$ cat src/hw/acsr_pkg.sv
// Shared constants and types of the command status responder.
package acsr_pkg;
   ////////////////////////////////////////////////////////////////////////
   localparam int ACSR_REG_COUNT = 20;
   localparam logic [3:0] ACSR_CHAN_COUNT = 4'h4;
   // Device code nibble; the value is arbitrary.
   localparam logic [3:0] ACSR_DEV_ID = 4'h5;
   localparam logic [15:0] CMD_NULL = 16'h0000;
   localparam logic [15:0] CMD_RESET = 16'h0011;
   localparam logic [15:0] CMD_STANDBY = 16'h0022;
   localparam logic [15:0] CMD_RESUME = 16'h0033;
   localparam logic [15:0] CMD_FREEZE = 16'h0555;
   localparam logic [15:0] CMD_RELEASE = 16'h0655;
   localparam logic [2:0] PFX_SINGLE = 3'h1;
   localparam logic [2:0] PFX_WRITE = 3'h2;
   localparam logic [2:0] PFX_MULTI = 3'h3;
   localparam logic [7:0] READY_HI = 8'hFF;
   localparam logic [4:0] ADDR_ID = 5'h00;
   localparam logic [4:0] ADDR_STAT = 5'h02;
   localparam logic [4:0] ADDR_ASYS = 5'h0B;
   localparam logic [4:0] ADDR_DSYS = 5'h0C;
   localparam logic [4:0] ADDR_CLK1 = 5'h0D;
   localparam logic [4:0] ADDR_CLK2 = 5'h0E;
   localparam logic [4:0] ADDR_CH_ENA = 5'h0F;
   localparam logic [4:0] ADDR_SPARE = 5'h10;
   localparam logic [7:0] RST_ASYS = 8'h60;
   localparam logic [7:0] RST_DSYS = 8'h3C;
   localparam logic [7:0] RST_CLK1 = 8'h08;
   localparam logic [7:0] RST_CLK2 = 8'h86;
   localparam logic [7:0] RST_ZERO = 8'h00;
   ////////////////////////////////////////////////////////////////////////
   typedef enum logic [1:0] {
      WS_16 = 2'b00,
      WS_24 = 2'b01,
      WS_32 = 2'b10
   } acsr_wsize_t;
   typedef enum logic [1:0] {
      MODE_READY = 2'b00,
      MODE_OPEN = 2'b01,
      MODE_LOCKED = 2'b10
   } acsr_mode_t;
   typedef enum logic [1:0] {
      EX_IDLE = 2'b00,
      EX_WRITE = 2'b01,
      EX_READ = 2'b10,
      EX_LATCH = 2'b11
   } acsr_exec_t;
   typedef struct packed {
      logic [2:0] prefix;
      logic [4:0] addr;
      logic [7:0] arg;
   } acsr_cmd_t;
   ////////////////////////////////////////////////////////////////////////
   function automatic logic [7:0] acsr_reset_val(input int a);
      case (a)
         int'(ADDR_ASYS): acsr_reset_val = RST_ASYS;
         int'(ADDR_DSYS): acsr_reset_val = RST_DSYS;
         int'(ADDR_CLK1): acsr_reset_val = RST_CLK1;
         int'(ADDR_CLK2): acsr_reset_val = RST_CLK2;
         default: acsr_reset_val = RST_ZERO;
      endcase
   endfunction
   function automatic logic acsr_writable(input int a);
      acsr_writable = a >= int'(ADDR_ASYS) && a != int'(ADDR_SPARE);
   endfunction
endpackage

$ cat src/hw/acsr_format.sv
// Places a 16-bit status response in the top of a device word.
`timescale 1ns/100ps
`default_nettype none
module acsr_format
   import acsr_pkg::*;
(
   input wire logic [15:0] resp,      // Status response.
   input wire acsr_wsize_t wsize,     // Current word size.
   input wire logic ham_en,           // Hamming coding enabled.
   input wire logic [15:0] ham_bits,  // Low bits from the coder.
   output logic [31:0] word           // Left-justified device word.
);
   always_comb begin
      word = {resp, 16'h0000};
      if (ham_en) begin
         case (wsize)
            WS_24: word[15:8] = ham_bits[15:8];
            WS_32: word[15:0] = ham_bits;
            default: word[15:0] = 16'h0000;
         endcase
      end
   end
endmodule
`default_nettype wire

$ cat src/hw/acsr_regs.sv
// Register space with two registered read ports and one write port.
`timescale 1ns/100ps
`default_nettype none
module acsr_regs
   import acsr_pkg::*;
#(
   parameter int REG_COUNT = ACSR_REG_COUNT
) (
   input wire logic clk,              // System clock.
   input wire logic nrst,             // Synchronous reset, active low.
   input wire logic soft_rst,         // Return all entries to defaults.
   input wire logic we,               // Write strobe.
   input wire logic [4:0] wr_addr,    // Write address.
   input wire logic [7:0] wr_data,    // Write data.
   input wire logic [8:0] rd_addr_a,  // First read address.
   input wire logic [8:0] rd_addr_b,  // Second read address.
   input wire logic [7:0] id_byte,    // Identification byte.
   input wire logic [7:0] stat_byte,  // Live primary status byte.
   output logic [7:0] rd_data_a,      // Registered first read data.
   output logic [7:0] rd_data_b,      // Registered second read data.
   output logic [3:0] ch_ena          // Stored channel enable nibble.
);
   logic [7:0] mem [REG_COUNT];
   logic [7:0] next_rd_data_a;
   logic [7:0] next_rd_data_b;

   ////////////////////////////////////////////////////////////////////////
   genvar i;
   for (i = 0; i < REG_COUNT; i++) begin : g_ent
      logic [7:0] next_val;
      always_comb begin
         next_val = mem[i];
         if (soft_rst) begin
            next_val = acsr_reset_val(i);
         end else if (we && int'(wr_addr) == i && acsr_writable(i)) begin
            next_val = wr_data;
         end
      end
      always_ff @(posedge clk) begin
         if (!nrst) begin
            mem[i] <= acsr_reset_val(i);
         end else begin
            mem[i] <= next_val;
         end
      end
   end

   ////////////////////////////////////////////////////////////////////////
   // Addresses past the implemented space read as zero.
   function automatic logic [7:0] pick(input logic [8:0] a);
      pick = 8'h00;
      if (int'(a) < REG_COUNT) begin
         if (a[4:0] == ADDR_ID) begin
            pick = id_byte;
         end else if (a[4:0] == ADDR_STAT) begin
            pick = stat_byte;
         end else begin
            pick = mem[a[4:0]];
         end
      end
   endfunction

   always_comb begin
      next_rd_data_a = pick(rd_addr_a);
      next_rd_data_b = pick(rd_addr_b);
   end

   always_ff @(posedge clk) begin
      if (!nrst) begin
         rd_data_a <= 8'h00;
         rd_data_b <= 8'h00;
      end else begin
         rd_data_a <= next_rd_data_a;
         rd_data_b <= next_rd_data_b;
      end
   end

   assign ch_ena = mem[ADDR_CH_ENA][3:0];
endmodule
`default_nettype wire

$ cat src/hw/acsr_responder.sv
// Frame-level command decoder and status response generator.
`timescale 1ns/100ps
`default_nettype none
module acsr_responder
   import acsr_pkg::*;
#(
   parameter int REG_COUNT = ACSR_REG_COUNT,
   parameter logic [3:0] CHAN_COUNT = ACSR_CHAN_COUNT
) (
   input wire logic CLK,                // System clock, 40 MHz.
   input wire logic NRST,               // Synchronous reset, active low.
   input wire logic FRAME_END,          // One-cycle pulse, frame done.
   input wire logic [15:0] CMD_WORD,    // Top 16 bits of first word.
   input wire acsr_wsize_t WORD_SIZE,   // Device word size.
   input wire logic HAMMING_EN,         // Hamming coding enabled.
   input wire logic [15:0] HAMMING_BITS,// Coder bits for low lanes.
   input wire logic [7:0] FAULT_STATUS, // Live primary status byte.
   output logic [31:0] RESP_WORD,       // First word of next frame.
   output logic RESP_LOAD,              // Pulse, RESP_WORD updated.
   output logic ONE_WORD_FRAME,         // Ready state, one-word frames.
   output logic LOCKED,                 // Interface frozen.
   output logic STANDBY,                // Conversions halted.
   output logic [3:0] CH_ENABLE         // Applied channel enables.
);
   localparam logic [7:0] ID_BYTE = {ACSR_DEV_ID, CHAN_COUNT};
   localparam logic [15:0] READY_WORD = {READY_HI, 4'h0, CHAN_COUNT};

   acsr_exec_t ex_state;
   acsr_exec_t next_ex_state;
   acsr_cmd_t cmd_q;
   acsr_cmd_t next_cmd_q;
   acsr_mode_t mode;
   acsr_mode_t next_mode;
   logic standby;
   logic next_standby;
   logic mr_active;
   logic next_mr_active;
   logic [8:0] mr_addr;
   logic [8:0] next_mr_addr;
   logic [8:0] mr_left;
   logic [8:0] next_mr_left;
   logic [31:0] next_resp_word;
   logic next_resp_load;
   logic [3:0] next_ch_enable;
   logic [15:0] resp16;
   logic [31:0] fmt_word;
   logic [15:0] cmd16;
   logic is_read;
   logic is_write;
   logic addressed;
   logic we;
   logic soft_rst;
   logic [8:0] rd_addr_a;
   logic [8:0] rd_addr_b;
   logic [7:0] rd_data_a;
   logic [7:0] rd_data_b;
   logic [3:0] ch_ena;

   ////////////////////////////////////////////////////////////////////////
   assign cmd16 = cmd_q;
   assign is_read = cmd_q.prefix == PFX_SINGLE;
   assign is_write = cmd_q.prefix == PFX_WRITE;
   // Writes and reads are held off in ready state and during multi-read.
   assign addressed = !mr_active && mode != MODE_READY &&
                      (is_read || (is_write && mode == MODE_OPEN));
   assign we = ex_state == EX_WRITE && addressed && is_write;
   assign soft_rst = ex_state == EX_WRITE && !mr_active &&
                     mode == MODE_OPEN && cmd16 == CMD_RESET;

   always_comb begin
      if (mr_active) begin
         rd_addr_a = mr_addr;
      end else if (addressed) begin
         rd_addr_a = {4'h0, cmd_q.addr};
      end else begin
         rd_addr_a = {4'h0, ADDR_STAT};
      end
      rd_addr_b = 9'(rd_addr_a + 9'h001);
   end

   acsr_regs #(
      .REG_COUNT(REG_COUNT)
   ) u_regs (
      .clk(CLK),
      .nrst(NRST),
      .soft_rst(soft_rst),
      .we(we),
      .wr_addr(cmd_q.addr),
      .wr_data(cmd_q.arg),
      .rd_addr_a(rd_addr_a),
      .rd_addr_b(rd_addr_b),
      .id_byte(ID_BYTE),
      .stat_byte(FAULT_STATUS),
      .rd_data_a(rd_data_a),
      .rd_data_b(rd_data_b),
      .ch_ena(ch_ena)
   );

   acsr_format u_format (
      .resp(resp16),
      .wsize(WORD_SIZE),
      .ham_en(HAMMING_EN),
      .ham_bits(HAMMING_BITS),
      .word(fmt_word)
   );

   ////////////////////////////////////////////////////////////////////////
   // Execution runs write, read and latch over three cycles after the
   // frame end; the response is ready long before the next frame's
   // first serial bit, so the shifter never sees a half-built word.
   always_comb begin
      next_ex_state = ex_state;
      next_cmd_q = cmd_q;
      case (ex_state)
         EX_IDLE: begin
            if (FRAME_END) begin
               next_cmd_q = CMD_WORD;
               next_ex_state = EX_WRITE;
            end
         end
         EX_WRITE: next_ex_state = EX_READ;
         EX_READ: next_ex_state = EX_LATCH;
         EX_LATCH: next_ex_state = EX_IDLE;
         default: next_ex_state = EX_IDLE;
      endcase
   end

   always_ff @(posedge CLK) begin
      if (!NRST) begin
         ex_state <= EX_IDLE;
         cmd_q <= '0;
      end else begin
         ex_state <= next_ex_state;
         cmd_q <= next_cmd_q;
      end
   end

   ////////////////////////////////////////////////////////////////////////
   // Response decode; outside ready state and multi-read output, unrecognised commands fall back to status readback.
   always_comb begin
      next_mode = mode;
      next_standby = standby;
      next_mr_active = mr_active;
      next_mr_addr = mr_addr;
      next_mr_left = mr_left;
      resp16 = {PFX_SINGLE, ADDR_STAT, rd_data_a};
      if (mr_active) begin
         resp16 = {rd_data_a, (mr_left > 9'h001) ? rd_data_b : 8'h00};
         next_mr_addr = 9'(mr_addr + 9'h002);
         next_mr_left = (mr_left > 9'h002) ? 9'(mr_left - 9'h002) : 9'h000;
         next_mr_active = mr_left > 9'h002;
      end else if (mode == MODE_READY) begin
         resp16 = READY_WORD;
         if (cmd16 == CMD_RELEASE) begin
            resp16 = CMD_RELEASE;
            next_mode = MODE_OPEN;
         end
      end else if (is_read) begin
         resp16 = {PFX_SINGLE, cmd_q.addr, rd_data_a};
         if (cmd_q.arg != 8'h00) begin
            resp16 = cmd16 | {PFX_MULTI, 13'h0000};
            next_mr_active = 1'b1;
            next_mr_addr = {4'h0, cmd_q.addr};
            next_mr_left = 9'({1'b0, cmd_q.arg} + 9'h001);
         end
      end else if (cmd16 == CMD_RELEASE) begin
         resp16 = CMD_RELEASE;
         next_mode = MODE_OPEN;
      end else if (mode == MODE_OPEN) begin
         if (is_write) begin
            resp16 = {PFX_SINGLE, cmd_q.addr, rd_data_a};
         end else if (cmd16 == CMD_RESET) begin
            resp16 = READY_WORD;
            next_mode = MODE_READY;
            next_standby = 1'b0;
         end else if (cmd16 == CMD_STANDBY) begin
            resp16 = CMD_STANDBY;
            next_standby = 1'b1;
         end else if (cmd16 == CMD_RESUME) begin
            resp16 = CMD_RESUME;
            next_standby = 1'b0;
         end else if (cmd16 == CMD_FREEZE) begin
            resp16 = CMD_FREEZE;
            next_mode = MODE_LOCKED;
         end
      end
      if (ex_state != EX_LATCH) begin
         next_mode = mode;
         next_standby = standby;
         next_mr_active = mr_active;
         next_mr_addr = mr_addr;
         next_mr_left = mr_left;
      end
      next_resp_load = ex_state == EX_LATCH;
      next_resp_word = next_resp_load ? fmt_word : RESP_WORD;
      // Enables written in standby wait until resume to take effect.
      next_ch_enable = next_standby ? CH_ENABLE : ch_ena;
   end

   always_ff @(posedge CLK) begin
      if (!NRST) begin
         mode <= MODE_READY;
         standby <= 1'b0;
         mr_active <= 1'b0;
         mr_addr <= 9'h000;
         mr_left <= 9'h000;
         RESP_WORD <= {READY_WORD, 16'h0000};
         RESP_LOAD <= 1'b0;
         ONE_WORD_FRAME <= 1'b1;
         LOCKED <= 1'b0;
         STANDBY <= 1'b0;
         CH_ENABLE <= 4'h0;
      end else begin
         mode <= next_mode;
         standby <= next_standby;
         mr_active <= next_mr_active;
         mr_addr <= next_mr_addr;
         mr_left <= next_mr_left;
         RESP_WORD <= next_resp_word;
         RESP_LOAD <= next_resp_load;
         ONE_WORD_FRAME <= next_mode == MODE_READY;
         LOCKED <= next_mode == MODE_LOCKED;
         STANDBY <= next_standby;
         CH_ENABLE <= next_ch_enable;
      end
   end

   ////////////////////////////////////////////////////////////////////////
   logic latch_cmd;
   assign latch_cmd = ex_state == EX_LATCH && !mr_active;

   property p_latch_delay;
      @(posedge CLK) disable iff (!NRST)
      FRAME_END && ex_state == EX_IDLE |=> !RESP_LOAD [*3] ##1 RESP_LOAD;
   endproperty
   a_latch_delay: assert property (p_latch_delay)
      else $error("response not latched three cycles after frame end");

   property p_ready_word;
      @(posedge CLK) disable iff (!NRST)
      RESP_LOAD && ONE_WORD_FRAME |-> RESP_WORD[31:16] == READY_WORD;
   endproperty
   a_ready_word: assert property (p_ready_word)
      else $error("ready state sent a word other than ready");

   property p_ready_ignore;
      @(posedge CLK) disable iff (!NRST)
      latch_cmd && mode == MODE_READY && cmd16 != CMD_RELEASE
      |=> mode == MODE_READY && $stable(STANDBY);
   endproperty
   a_ready_ignore: assert property (p_ready_ignore)
      else $error("ready state acted on a command other than release");

   property p_release;
      @(posedge CLK) disable iff (!NRST)
      latch_cmd && mode != MODE_OPEN && cmd16 == CMD_RELEASE
      |=> RESP_WORD[31:16] == 16'h0655 && !LOCKED && !ONE_WORD_FRAME;
   endproperty
   a_release: assert property (p_release)
      else $error("release did not open the interface with 0655h");

   property p_null_status;
      @(posedge CLK) disable iff (!NRST)
      latch_cmd && mode != MODE_READY && cmd16 == CMD_NULL
      |=> RESP_WORD[31:16] == {PFX_SINGLE, ADDR_STAT, $past(FAULT_STATUS, 2)}
          && $stable(CH_ENABLE) && mode == $past(mode);
   endproperty
   a_null_status: assert property (p_null_status)
      else $error("null command did not return status readback");

   property p_standby;
      @(posedge CLK) disable iff (!NRST)
      latch_cmd && mode == MODE_OPEN && cmd16 == CMD_STANDBY
      |=> STANDBY && RESP_WORD[31:16] == 16'h0022;
   endproperty
   a_standby: assert property (p_standby)
      else $error("standby not entered with 0022h");

   property p_resume;
      @(posedge CLK) disable iff (!NRST)
      latch_cmd && mode == MODE_OPEN && cmd16 == CMD_RESUME
      |=> !STANDBY && RESP_WORD[31:16] == 16'h0033 ##1 CH_ENABLE == ch_ena;
   endproperty
   a_resume: assert property (p_resume)
      else $error("resume did not leave standby with 0033h");

   property p_freeze;
      @(posedge CLK) disable iff (!NRST)
      latch_cmd && mode == MODE_OPEN && cmd16 == CMD_FREEZE
      |=> LOCKED && RESP_WORD[31:16] == 16'h0555;
   endproperty
   a_freeze: assert property (p_freeze)
      else $error("freeze did not lock with 0555h");

   property p_multi_ignore;
      @(posedge CLK) disable iff (!NRST)
      ex_state == EX_LATCH && mr_active
      |=> mode == $past(mode) && STANDBY == $past(standby);
   endproperty
   a_multi_ignore: assert property (p_multi_ignore)
      else $error("command acted on during multi-read output");

   property p_zero_lsb;
      @(posedge CLK) disable iff (!NRST)
      RESP_LOAD && !$past(HAMMING_EN) |-> RESP_WORD[15:0] == 16'h0000;
   endproperty
   a_zero_lsb: assert property (p_zero_lsb)
      else $error("unused response bits not zero");

   property p_soft_reset;
      @(posedge CLK) disable iff (!NRST)
      soft_rst |-> ##3 RESP_LOAD && ONE_WORD_FRAME && !STANDBY;
   endproperty
   a_soft_reset: assert property (p_soft_reset)
      else $error("software reset did not return to ready");

   property p_no_write_locked;
      @(posedge CLK) disable iff (!NRST)
      mode != MODE_OPEN || mr_active |-> !we;
   endproperty
   a_no_write_locked: assert property (p_no_write_locked)
      else $error("register written outside the open state");
endmodule
`default_nettype wire

$ cat config.mk
export PLATFORM = sky130hd
export DESIGN_NAME = acsr_responder
export DESIGN_NICKNAME = d
export VERILOG_FILES = /design/src/hw/acsr_pkg.sv /design/src/hw/acsr_format.sv /design/src/hw/acsr_regs.sv /design/src/hw/acsr_responder.sv
export SDC_FILE = /design/constraint.sdc
export NUM_CORES = 1
export LEC_CHECK = 0
export ABC_AREA = 1
export BUFFER_PORTS_ARGS = -buffer_cell sky130_fd_sc_hd__clkbuf_2
export CORE_UTILIZATION = 45
export CTS_BUF_LIST = sky130_fd_sc_hd__clkbuf_4
export CTS_CLUSTER_SIZE = 40
export DETAILED_ROUTE_END_ITERATION = 16
export GPL_TIMING_DRIVEN = 0
export SYNTH_ARGS = -nofsm -noshare
export SYNTH_HDL_FRONTEND = slang
export SYNTH_SLANG_ARGS = --single-unit
$ cat constraint.sdc
create_clock -name CLK -period 7.05 [get_ports CLK]
set_input_delay 0.705 -clock CLK [delete_from_list [all_inputs] [get_ports CLK]]
set_output_delay 0.705 -clock CLK [all_outputs]
set_load 0.01 [all_outputs]
; After elaboration in Yosys (flattened, before gate mapping)
; Memories as Yosys holds them, arrays and structs flattened. A register that Yosys moved wholly into a read port is not among the register bits.
; Cells that the tools add are included.
[classes]
add_sub_neg = 4
magnitude_cmp = 4
n_eq_ne = 36
muxes = 109
n_bitwise = 24
n_reduce_logical = 45
[ops]
columns = cell, n
row1 = two-way mux 8 bit, 53
row2 = two-way mux 16 bit, 10
row3 = two-way mux 9 bit, 10
row4 = two-way mux 14 bit, 3
row5 = equality test 5 bit (second input constant), 8
row6 = equality test 16 x 11 -> 1 bit (second input constant), 2
row7 = equality test 16 x 6 -> 1 bit (second input constant), 2
row8 = two-way mux 2 bit, 13
row9 = AND reduction 2 bit, 12
row10 = inequality test 2 bit (second input constant), 11
row11 = OR 1 bit, 20
row12 = less-than comparator 9 x 5 -> 1 bit (second input constant), 2
row13 = equality test 16 x 5 -> 1 bit (second input constant), 1
row14 = logical AND 1 bit, 16
row15 = two-way mux 1 bit, 16
row16 = two-way mux 7 bit, 2
row17 = equality test 5 x 2 -> 1 bit (second input constant), 2
row18 = zero test 5 bit, 2
row19 = adder 8 x 1 -> 9 bit (second input constant), 1
row20 = adder 9 x 1 -> 9 bit (second input constant), 1
row21 = adder 9 x 2 -> 9 bit (second input constant), 1
row22 = > comparator 9 x 1 -> 1 bit (second input constant), 1
row23 = > comparator 9 x 2 -> 1 bit (second input constant), 1
row24 = subtractor 9 x 2 -> 9 bit (second input constant), 1
row25 = other kinds (16), 31
[totals]
ff_bits = 91
ram_bits = 160
output_inout_bits = 40
mem_count = 1
[mem_list]
columns = name, words, word_bits, rd, rd_clocked_by_memory_dff, wr, line_no
row1 = u_regs.mem, 20, 8, 3, 1, 20, acsr_regs.sv:23  ; logic [7:0] mem [REG_COUNT];

; Depth between registers and ports, before layout
; Gate-level depths: netlist (run 1).
[logic_depth]
depth_word = 13
mapped_depth = 19
mapped_depth_nobuf = 18

; Hierarchy
; From an unflattened synthesis (run 1), not the netlist that was laid out.
[unflattened]
cells_unflattened = 1418
area_unflattened_um2 = 9639.2
[by_module_without_submodules]
columns = mod, instances, cells_per_inst, area_each_um2
row1 = acsr_responder, 1, 745, 4814.6
row2 = acsr_regs, 1, 620, 4556.9
row3 = acsr_format, 1, 53, 267.8

; Worst setup path before layout (run 1)
; OpenSTA, ideal clock, no wires.
[synth_timing]
path_type = reg-to-reg
startpoint = register mode[0]
endpoint = register u_regs.rd_data_b[0]
setup_time_ps = 113
t_arrival_ps = 2543
required_time_ps = 6937
setup_slack_ps = 4395
path_stages_with_launch = 18
n_path_buf = 3
synth_period_minus_slack_ps = 2655
cell_sequence = dfxtp_1 -> inv_2 -> nor2_4 -> nand3_2 -> nand2_4 -> nand3_4 -> nand2_2 -> inv_2 -> buf_2 -> buf_2 -> ha_1 -> inv_1 -> clkbuf_1 -> nor3_1 -> o21ai_0 -> nand2_1 -> nor2_1 -> nor2_1
[synth_between]
elab_chain_cells = 10
[synth_lines]
columns = element, line_no
row1 = "start, declared", acsr_responder.sv:32  ; acsr_mode_t mode;
row2 = "start signal, assigned", acsr_responder.sv:214  ; mode <= next_mode;
row3 = equality test 2 x 1 -> 1 bit, acsr_responder.sv:65  ; (is_read || (is_write && mode == MODE_OPEN));
row4 = logical AND 1 bit, acsr_responder.sv:65
row5 = logical OR 1 bit, acsr_responder.sv:65
row6 = logical AND 1 bit (*), acsr_responder.sv:64  ; assign addressed = !mr_active && mode != MODE_READY &&
row7 = two-way mux 5 bit (*), acsr_responder.sv:73  ; end else if (addressed) begin
row8 = two-way mux 9 bit (*), acsr_responder.sv:71  ; if (mr_active) begin
row9 = adder 9 x 1 -> 9 bit (*), acsr_responder.sv:78  ; rd_addr_b = 9'(rd_addr_a + 9'h001);
row10 = less-than comparator 9 x 5 -> 1 bit, acsr_regs.sv:52  ; if (int'(a) < REG_COUNT) begin
row11 = NOT 1 bit (no source line), -
row12 = OR reduction 3 bit (no source line), -
row13 = "end signal, assigned", acsr_regs.sv:74  ; rd_data_b <= next_rd_data_b;
row14 = "end, declared", acsr_regs.sv:20  ; output logic [7:0] rd_data_b,
; Every way passes the cells marked *; elsewhere a longest branch is shown, timed or not.
; A chain may end at the register's enable or synchronous reset.

; Worst setup path in the final report (run 1)
[layout_timing]
startpoint = register mode[1]
endpoint = register u_regs.rd_data_b[7]
; Same word-level chain as after synthesis.

==> metrics.md, run 1 <==
| Metric | Value |
|---|---|
| CTS Sinks | `~160` |
| Via count | `8809` |
| Slew Viols, Final | `0` |
| Worst hold slack | `314 ps` |
| # rows | `50` |
| Post-Synth Simple-Gate Area | `0.290` |
| Max_cap viols | `0` |
| Crit-path max FO | `12` |
| Metal-1 WL | `14000 um` |
| Die Y | `between 100 and 150 um` |
| Switch Pwr | `0.000797 W` |
| Dominant cells by area after synthesis | `dfxtp_1, edfxtp_1, nand2_1` |
| WL per Instance | `approximately 19 um` |
| Relative slew slack | `0.283` |
| Max VDD drop | `0.159 mV` |
| Hold buffer count at CTS | `0` |
| Top Layer Used | `met4` |
| Core ar. | `19000 um^2` |
| Pre-Repair DR Iteration Count | `6` |
| Main combinational cell family by area after synthesis | `simple AND/OR/NAND/NOR gates` |
| Layout cells sized above 1 | `0.132` |
| Final core occ | `0.521` |
| CTS Buffer Depth | `2` |
| Period minus WS final | `3920 ps` |
| I/O pin count | `86` |
| Combinational Power Share | `0.218` |
| Total global-route track usage | `0.310` |
| Setup violators final | `0` |
| Initial antenna violation count | `1` |
| Setup Buffers After CTS | `0` |
| RSZ-0062 raised after global routing | `no` |
| Post-Layout Cell Count | `1608` |
| Net Sw Frac | `0.376` |
| WL met3 | `2980 um` |
| Final TNS setup | `0 ps` |
| IO Port Bufs | `85` |
| Synthesized cell area | `8870 um^2` |
| WL final | `30700 um` |
| Worst path max stage delay | `510 ps` |
| Post-synth top area cell | `dfxtp_1` |
| Post-synthesis mux area share | `0` |
| Initial DRC count | `963` |
| CTS Root Cell | `clkbuf_4` |
| Post-synthesis compound-gate area fraction | `0.163` |
| Int Pwr | `0.00132 W` |
| Final ANT Viol Nets | `0` |
| CTS resizes | `0` |
| Number of global-route vias before repair | `8042` |
| Cells after synthesis | `1230` |
| Largest net degree at the start of global routing | `18` |
| Mapped Nets | `1293` |
| Area Growth Syn to Fin | `11.7%` |
| #FFs+latches synth | `159` |
| Startpoint types | `register` |
| CP arrival | `4420 ps` |
| Crit-path cells | `nor2_4 -> nor2_4 -> buf_6 -> nand3_1 -> nand2_1 -> inv_2 -> clkbuf_1 -> ha_1 -> inv_1 -> clkbuf_1 -> nor3_1 -> o21ai_0 -> nand2_1 -> nor2_1 -> nor2_1` |
| Synth Area in XOR/XNOR | `0.00691` |
| Clock Power Share | `0.273` |
| Power per cell area | `214 nW/um^2` |
| Grt ovf | `0` |
| Most common cell after layout, fill and taps aside | `nand2_1` |
| Overall die area | `20300 um^2` |
| Netlist cell types | `44` |
| Starting density of the core | `0.467` |
| Area share of the largest cell type after synthesis | `0.232` |
| Post-detail-place hpwl | `between 20000 and 25000 um` |
| HP Class | `input pin to register` |
| Crit end category | `register` |
| Slowest-stage cell, CP | `clkbuf_1` |
| Register area share after synthesis | `0.422` |
| Avg Cell Area, Syn | `roughly 7.2 um^2` |
| Skew-Pair Late Insertion Delay | `600 ps` |
| Class of the most critical setup path | `register to register` |
| CTS clk-pin slew, worst paths | `160 ps` |
| Max Clock Skew | `roughly 25 ps` |
| Final hold viol count | `0` |
| First-pass GRT wire length | `46300 um` |
| Status | `complete, no violations` |
| Pleak | `4.19 nW` |
| Vias per inst | `5.48` |
| Max Freq | `255 MHz` |
| Syn. warnings | `0` |
| CTS tree | `done` |
| Reg power frac | `0.509` |
| Placer congestion estimate | `0.946` |
| Drc violations | `0` |
| Period Utilization, post-route | `0.555` |
| Clock buffer count from CTS | `17` |
| Most frequent cells in the layout | `nand2_1, nor2_1, inv_1` |
| Slew @ Worst Pin | `1070 ps` |
| Met2 WL | `13200 um` |
| Post-Synth Adder-Cell Area | `0.0240` |
| Pwr Total | `0.00212 W` |
| H-tree depth | `4` |
| NumNets Final | `1397` |
| Placed Instances | `1575` |
| CP required | `about 7600 ps` |
| Die Width | `~140 um` |
## layer usage
metal  up-vias  global-route usage
met1      4064               0.458
met3        34              0.0555
met5         -                   0
li1       4289                   -
met4         0              0.0996
met2       422               0.453
## logic make-up after synthesis
logic type,Yosys count
AOI/OAI and AO/OA,263
and+or+nand+nor,570
xor gates and xnor gates,7
buffers and inverters,214
DFF,159
adders and majority gates,17
## registers in the layout (all words and copies together), names as in the netlist, 4 cells and up
name              count
CH_ENABLE             4
u_regs.rd_data_b      8
mr_addr               9
mr_left               9
u_regs.rd_data_a      8
u_regs.mem           64
RESP_WORD            32
cmd16                16
## path summary, 6_finish.rpt
| path | start | endpoint | slack (ps) | cells after the start |
|---|---|---|---|---|
| worst min-delay path | HAMMING_BITS[9] | RESP_WORD[9] | 310 | 3 |
| worst min register to register | RESP_WORD[8] | RESP_WORD[8] | 480 | 2 |
| worst max register to register | mode[1] | u_regs.rd_data_b[7] | 3130 | 15 |
| worst max-delay path | mode[1] | u_regs.rd_data_b[7] | 3130 | 15 |
## cells in the mapped netlist, drive strengths merged
cell,count
a22oi,8
nand3,90
clkinv,6
nand2,242
edfxtp,56
a21oi,92
buf,19
nor3,33
or2,3
xor2,7
inv,160
and3,3
a221oi,1
a211oi,12
ha,17
nor2,169
clkbuf,29
o221ai,2
nand3b,7
dfxtp,103
o2111ai,2
o22ai,2
nor4,2
o211ai,13
o21a,1
a31oi,11
o311ai,1
and2,1
o21ai,117
o31ai,1
nand4,20
## stage by stage
stage	instance area (um^2)	worst slack, ps
global route	9910	2940
detailed placement	9630	3340
CTS	9910	3290
finish	9910	3130
global placement	9630	3320
floorplan	8870	4390
## worst max-delay path: cells and delay by family, from the launching register on
family,cells,cell delay [ps]
adders and majority gates,1,420
and+or+nand+nor,8,1050
DFF,1,400
AOI/OAI and AO/OA,1,310
buffers and inverters,5,1630
## power groups by stage
stage          sequential, W  combinational, W  clock (W)
6_report             0.00108          0.000463   0.000579
3_5_place_dp         0.00110          0.000453          0
4_1_cts              0.00108          0.000455   0.000583
3_3_place_gp         0.00109          0.000452          0
5_1_grt              0.00108          0.000509   0.000615
2_1_floorplan        0.00108          0.000276          0
## area by class of cell
type / count / area (um^2)
Inverter: 166 / 626
Buffer: 48 / 218
Clock buffer: 18 / 135
Timing Repair Buffer: 85 / 425
Clock inverter: 14 / 146
Tap cell: 260 / 325
Fill cell: 1995 / 9110
Antenna cell: 1 / 2.50
Multi-Input combinational cell: 857 / 4290
Sequential cell: 159 / 3740
Note: power is estimated with default switching activity, not from simulation.
==> inputs of run 2 (changes only) <==
Settings changed: PLACE_DENSITY from default to 0.66.
Clock period 7.05 ns to 3.37 ns, I/O delays scaled along.
==> run 2 against run 1 <==
Fmax is 22% higher. Non-clock buffer count is 18 higher. Worst setup slack worse by 3000 ps.
==> metrics.md, run 2 (same netlist as run 1, synthesis figures left out) <==
| Metric | Value |
|---|---|
| Initial antenna violation count | `1 (unchanged)` |
| Total global-route track usage | `0.308 (-0.00231)` |
| CTS tree | `done` |
| Switch Pwr | `0.00166 W (+110%)` |
| Most crowded layer after global routing | `met2` |
| Slowest-stage cell, CP | `dfxtp_1` |
| Most frequent cells in the layout | `nand2_1, nor2_1, inv_1` |
| Initial DRC count | `1139 (+18%)` |
| Max VDD drop | `0.294 mV (+84%)` |
| RSZ-0062 raised after global routing | `no` |
| CP required | `3850 ps (-3700 ps)` |
| Max Clock Skew | `29.3 ps (+3.85 ps)` |
| Crit-path most repeated cell | `nor2_1` |
| Final core occ | `0.532 (+0.0105)` |
| Period minus WS final | `3220 ps (-696 ps)` |
| First-pass GRT wire length | `46300 um (about the same)` |
| Crit-path max FO | `11 (-1)` |
| Post-detail-place hpwl | `22800 um (-2.6%)` |
| Largest net degree at the start of global routing | `20 (+2)` |
| Period Utilization, post-route | `0.955 (+0.400)` |
| Final ANT Viol Nets | `0 (unchanged)` |
| CTS Root Cell | `clkbuf_4` |
| Skew-Pair Late Insertion Delay | `600 ps (about the same)` |
| WL per Instance | `18.6 um (-2.6%)` |
| Die Width | `142 um (unchanged)` |
| Crit end category | `register` |
| Max Freq | `311 MHz (+22%)` |
| Net Sw Frac | `0.379 (+0.00346)` |
| Grt ovf | `0 (unchanged)` |
| Int Pwr | `0.00271 W (+100%)` |
| Vias per inst | `5.59 (+2.0%)` |
| Setup violators final | `0 (unchanged)` |
| WL final | `30200 um (-1.5%)` |
| Power per cell area | `432 nW/um^2 (+100%)` |
| HP Class | `input pin to register` |
| Setup Buffers After CTS | `0 (unchanged)` |
| Max_cap viols | `0 (unchanged)` |
| Pleak | `4.26 nW (+1.8%)` |
| Max FFs per register | `64 (unchanged)` |
| Startpoint types | `register` |
| Relative slew slack | `0.345 (+0.0625)` |
| Crit-path cells | `nor2_1 -> nand3_2 -> nand2_8 -> nand3_4 -> nand2_4 -> inv_2 -> buf_2 -> clkbuf_4 -> ha_2 -> inv_2 -> buf_4 -> nor3_1 -> o21ai_0 -> nand2_1 -> nor2_1 -> nor2_1` |
| Final TNS setup | `0 ps (unchanged)` |
| Biggest register | `u_regs.mem` |
| CTS clk-pin slew, worst paths | `160 ps (about the same)` |
| FILL cells | `1917 (-3.9%)` |
| Reg power frac | `0.515 (+0.006)` |
| Area Growth Syn to Fin | `13.9%` |
| Clock buffer count from CTS | `17 (unchanged)` |
| Overall die area | `20300 um^2 (unchanged)` |
| Slew @ Worst Pin | `976 ps (-93.2 ps)` |
| Combinational Power Share | `0.229 (+0.011)` |
| Most common cell after layout, fill and taps aside | `nand2_1` |
| GRT met2 Usage | `0.458 (+0.00464)` |
| Slew Viols, Final | `0 (unchanged)` |
| CTS Sinks | `159 (unchanged)` |
| CTS Buffer Depth | `2 (unchanged)` |
| # rows | `50 (unchanged)` |
| Class of the most critical setup path | `register to register` |
| Setup WS pre-CTS | `-279 ps (-3620 ps)` |
| Drc violations | `0 (unchanged)` |
| Pre-Repair DR Iteration Count | `7 (+1)` |
| Clock Power Share | `0.256 (-0.017)` |
| NumNets Final | `1415 (+1.3%)` |
| Layout cells sized above 1 | `0.134 (+0.00192)` |
| Starting density of the core | `0.467 (unchanged)` |
| CP arrival | `3700 ps (-720 ps)` |
| I/O pin count | `86 (unchanged)` |
| Final hold viol count | `0 (unchanged)` |
| Number of global-route vias before repair | `8125 (+1.0%)` |
| Worst path max stage delay | `390 ps (-120 ps)` |
| IO Port Bufs | `85 (unchanged)` |
| Core ar. | `19000 um^2 (unchanged)` |
| Die Y | `142 um (unchanged)` |
| Placer congestion estimate | `1.02 (+7.7%)` |
| Final setup margin | `151 ps (-2980 ps)` |
| Met1 Use GR | `0.453 (-0.00500)` |
| GR Util met3 | `0.0478 (-0.00774)` |
| H-tree depth | `4 (unchanged)` |
| Status | `complete, no violations` |
| Via count | `9083 (+3.1%)` |
-- run 2: power by group through the flow --
stage / Clock [W] / Sequential (W) / Combinational [W]
2_1_floorplan: 0 / 0.00225 / 0.000577
3_3_place_gp: 0 / 0.00228 / 0.000942
3_5_place_dp: 0 / 0.00229 / 0.000945
4_1_cts: 0.00114 / 0.00224 / 0.000968
5_1_grt: 0.00121 / 0.00226 / 0.00109
6_report: 0.00112 / 0.00225 / 0.000999
-- run 2: final timing paths --
path,start,end,slack [ps],cells after the start
worst max-delay path,cmd16[13],u_regs.rd_data_b[3],150,16
worst min-delay path,CMD_WORD[8],cmd16[8],30,3
worst max register to register,cmd16[13],u_regs.rd_data_b[3],150,16
worst min register to register,RESP_WORD[13],RESP_WORD[13],480,2
-- run 2: cell type report --
type                       count  area [um^2]  share of cell area
multi-input combinational    857         4310               0.426
buffer                        46          219              0.0217
tap                          260          325              0.0322
clock inverter                14          120              0.0119
clock buffer                  18          135              0.0134
antenna                        1         2.50            0.000248
timing repair buffer         105          626              0.0619
sequential                   159         3740               0.370
inverter                     166          626              0.0619
-- run 2: metal layers --
| layer | share of wire | vias up |
|---|---|---|
| li1 | - | 4333 |
| met1 | 0.45 | 4241 |
| met2 | 0.44 | 458 |
| met3 | 0.090 | 51 |
| met4 | 0.025 | 0 |
| met5 | 0 | - |
-- run 2: worst max-delay path, delay by kind of cell, from the launching register on --
| kind | cells | cell delay [ps] |
|---|---|---|
| DFF | 1 | 390 |
| and+or+nand+nor | 9 | 1260 |
| adders and majority gates | 1 | 350 |
| AOI/OAI and AO/OA | 1 | 250 |
| buffers and inverters | 5 | 840 |
-- run 2: repair_timing --
action | CTS | global route
endpoints found under the hold margin | 20 | 0
gates resized for setup | 6 | 11
pin swaps | 0 | 0
hold buffers | 20 | 0
endpoints found under the setup margin | 8 | 8
cloned | 0 | 0
-- run 2: through the flow --
step	power [W]	area [um^2]	std cells	hold slack (ps)
after CTS	0.00435	10100	1626	2.26
final	0.00437	10100	1626	26.7
after global placement	0.00322	9630	1575	452
after global routing	0.00457	10100	1626	48.6
after floorplan	0.00283	8870	1230	446
after detailed placement	0.00323	9630	1575	452
==> inputs of run 3 (changes only) <==
Settings changed: CORE_UTILIZATION 45 to 55, PLACE_DENSITY 0.66 to 0.78.
==> run 3 against run 2 <==
Power is 0.39% lower. Final cell count is 2.8% lower. Clock-buffer cell count is 1 higher. Highest routed layer unchanged. Critical path type unchanged.
==> metrics.md, run 3 (same netlist as run 1, synthesis figures left out) <==
| Metric | Value |
|---|---|
| Status | `complete, no violations` |
| WL final | `29600 um (-2.2%)` |
| HP Start | `CMD_WORD[14]` |
| Most frequent cells in the layout | `nand2_1, nor2_1, inv_1` |
| Max Freq | `315 MHz (+1.3%)` |
| Placed Instances | `1531 (-2.8%)` |
| CTS Root Cell | `clkbuf_4` |
| First-pass GRT wire length | `44400 um (-4.1%)` |
| Max Clock Skew | `16.9 ps (-12.4 ps)` |
| Die Width | `129 um (-9.4%)` |
| Overall die area | `16600 um^2 (-18%)` |
| Grt ovf | `0 (unchanged)` |
| Most common cell after layout, fill and taps aside | `nand2_1` |
| Initial antenna violation count | `1 (unchanged)` |
| Pleak | `4.25 nW (-0.31%)` |
| Footprint of the multi-input gates | `4310 um^2 (unchanged)` |
| Relative slew slack | `0.275 (-0.0707)` |
| Vias per inst | `5.77 (+3.3%)` |
| CTS clk-pin slew, worst paths | `140 ps (-20 ps)` |
| IO Port Bufs | `85 (unchanged)` |
| Final ANT Viol Nets | `0 (unchanged)` |
| Area Growth Syn to Fin | `13.2%` |
| Setup violators final | `0 (unchanged)` |
| HP Class | `input pin to register` |
| RR Startpoint | `cmd16[14]` |
| Pre-Repair DR Iteration Count | `6 (-1)` |
| I/O pin count | `86 (unchanged)` |
| Max VDD drop | `0.524 mV (+78%)` |
| Crit end category | `register` |
| Number of global-route vias before repair | `8278 (+1.9%)` |
| Power per cell area | `433 nW/um^2 (+0.25%)` |
| Period Utilization, post-route | `0.943 (-0.0123)` |
| Initial DRC count | `1283 (+13%)` |
| Class of the most critical setup path | `register to register` |
| Skew-Pair Late Insertion Delay | `600 ps (about the same)` |
| CTS Sinks | `159 (unchanged)` |
| Total global-route track usage | `0.363 (+0.0555)` |
| Core ar. | `15800 um^2 (-17%)` |
| Crit-path max FO | `11 (unchanged)` |
| NumNets Final | `1414 (-0.071%)` |
| Final hold viol count | `0 (unchanged)` |
| Period minus WS final | `3180 ps (-41.3 ps)` |
| Setup Buffers After CTS | `0 (unchanged)` |
| FF/Latch Area | `3740 um^2 (unchanged)` |
| H-tree depth | `4 (unchanged)` |
| FILL cells | `1436 (-25%)` |
| Layout cells sized above 1 | `0.135 (+0.000831)` |
| RSZ-0062 raised after global routing | `no` |
| CP Launch Point | `cmd16[14]` |
| CP required | `3880 ps (+30 ps)` |
| Post-Layout Cell Count | `1581 (-2.8%)` |
| Drc violations | `0 (unchanged)` |
| Max_cap viols | `0 (unchanged)` |
| WL per Instance | `18.7 um (+0.60%)` |
| Largest net degree at the start of global routing | `20 (unchanged)` |
| Final core occ | `0.635 (+0.103)` |
| Starting density of the core | `0.561 (+0.0941)` |
| Placer congestion estimate | `0.959 (-5.9%)` |
| CP arrival | `3680 ps (-20 ps)` |
| CTS Buffer Depth | `2 (unchanged)` |
| Max FFs per register | `64 (unchanged)` |
| Post-detail-place hpwl | `22200 um (-2.7%)` |
| Startpoint types | `register` |
| Via count | `9125 (+0.46%)` |
| # rows | `46 (-8.0%)` |
| Biggest register | `u_regs.mem` |
| Slew Viols, Final | `0 (unchanged)` |
| Die Y | `129 um (-9.4%)` |
| CTS tree | `done` |
| Clock buffer count from CTS | `17 (unchanged)` |
| Slew @ Worst Pin | `1080 ps (+105 ps)` |
[run 3: cell count changes in the layout (fill, tap and decap cells not counted), sizes merged]
cell	change
clkinv	+4
clkinvlp	+3
dlygate4sd3	-1
inv	-9
buf	+1
bufinv	+1
[run 3: final cells by class]
cell class                      count  area share
Multi-Input combinational cell    857       0.429
Sequential cell                   159       0.373
Inverter                          166      0.0623
Timing Repair Buffer              104      0.0613
Tap cell                          216      0.0269
Buffer                             46      0.0213
Clock buffer                       19      0.0142
Clock inverter                     13      0.0117
Antenna cell                        1    0.000249
[run 3: final timing paths]
kind                          to  slack (ps)  cells past startpoint
max          u_regs.rd_data_b[7]         190                     16
min                    cmd16[14]           5                      3
max reg2reg  u_regs.rd_data_b[7]         190                     16
min reg2reg         RESP_WORD[9]         470                      2
[run 3: metal layers]
metal | up-vias | track usage | share of wire
met5 | - | 0 | 0
met4 | 0 | 0.147 | 0.031
met3 | 85 | 0.0937 | 0.12
met2 | 573 | 0.541 | 0.43
met1 | 4134 | 0.503 | 0.42
li1 | 4333 | - | -
[run 3: metrics by stage]
step / hold WS, ps / cell area (um^2) / setup TNS [ps] / power (W) / worst slack (ps)
after CTS: 0.865 / 10000 / 0 / 0.00431 / 47.2
after detailed placement: 454 / 9570 / -1460 / 0.00323 / -311
final: 4.71 / 10000 / 0 / 0.00435 / 192
after global placement: 452 / 9570 / -1500 / 0.00321 / -322
after floorplan: 446 / 8870 / 0 / 0.00283 / 715
after global routing: 17.8 / 10000 / 0 / 0.00452 / 50.2
[run 3: timing repair]
| action | CTS | global route |
|---|---|---|
| endpoints found under the hold margin | 19 | 0 |
| hold buffers | 19 | 0 |
| gates resized for setup | 5 | 8 |
| endpoints found under the setup margin | 8 | 8 |
[run 3: worst max-delay path, stage by stage (launching register included)]
cell and delay (ps):
dfxtp_1 370, nor2_1 210, nand2_4 170, nand2_8 160
nand3_4 160, nand2_4 160, inv_2 50, buf_2 180
buf_2 230, ha_2 350, inv_2 150, buf_4 230
nor3_1 70, o21ai_0 250, nand2_1 100, nor2_1 150
nor2_1 60
[run 3: power breakdown]
group	internal [W]	switching (W)
clock network	0.000381	0.000721
registers	0.00211	0.000143
logic	0.000277	0.000723
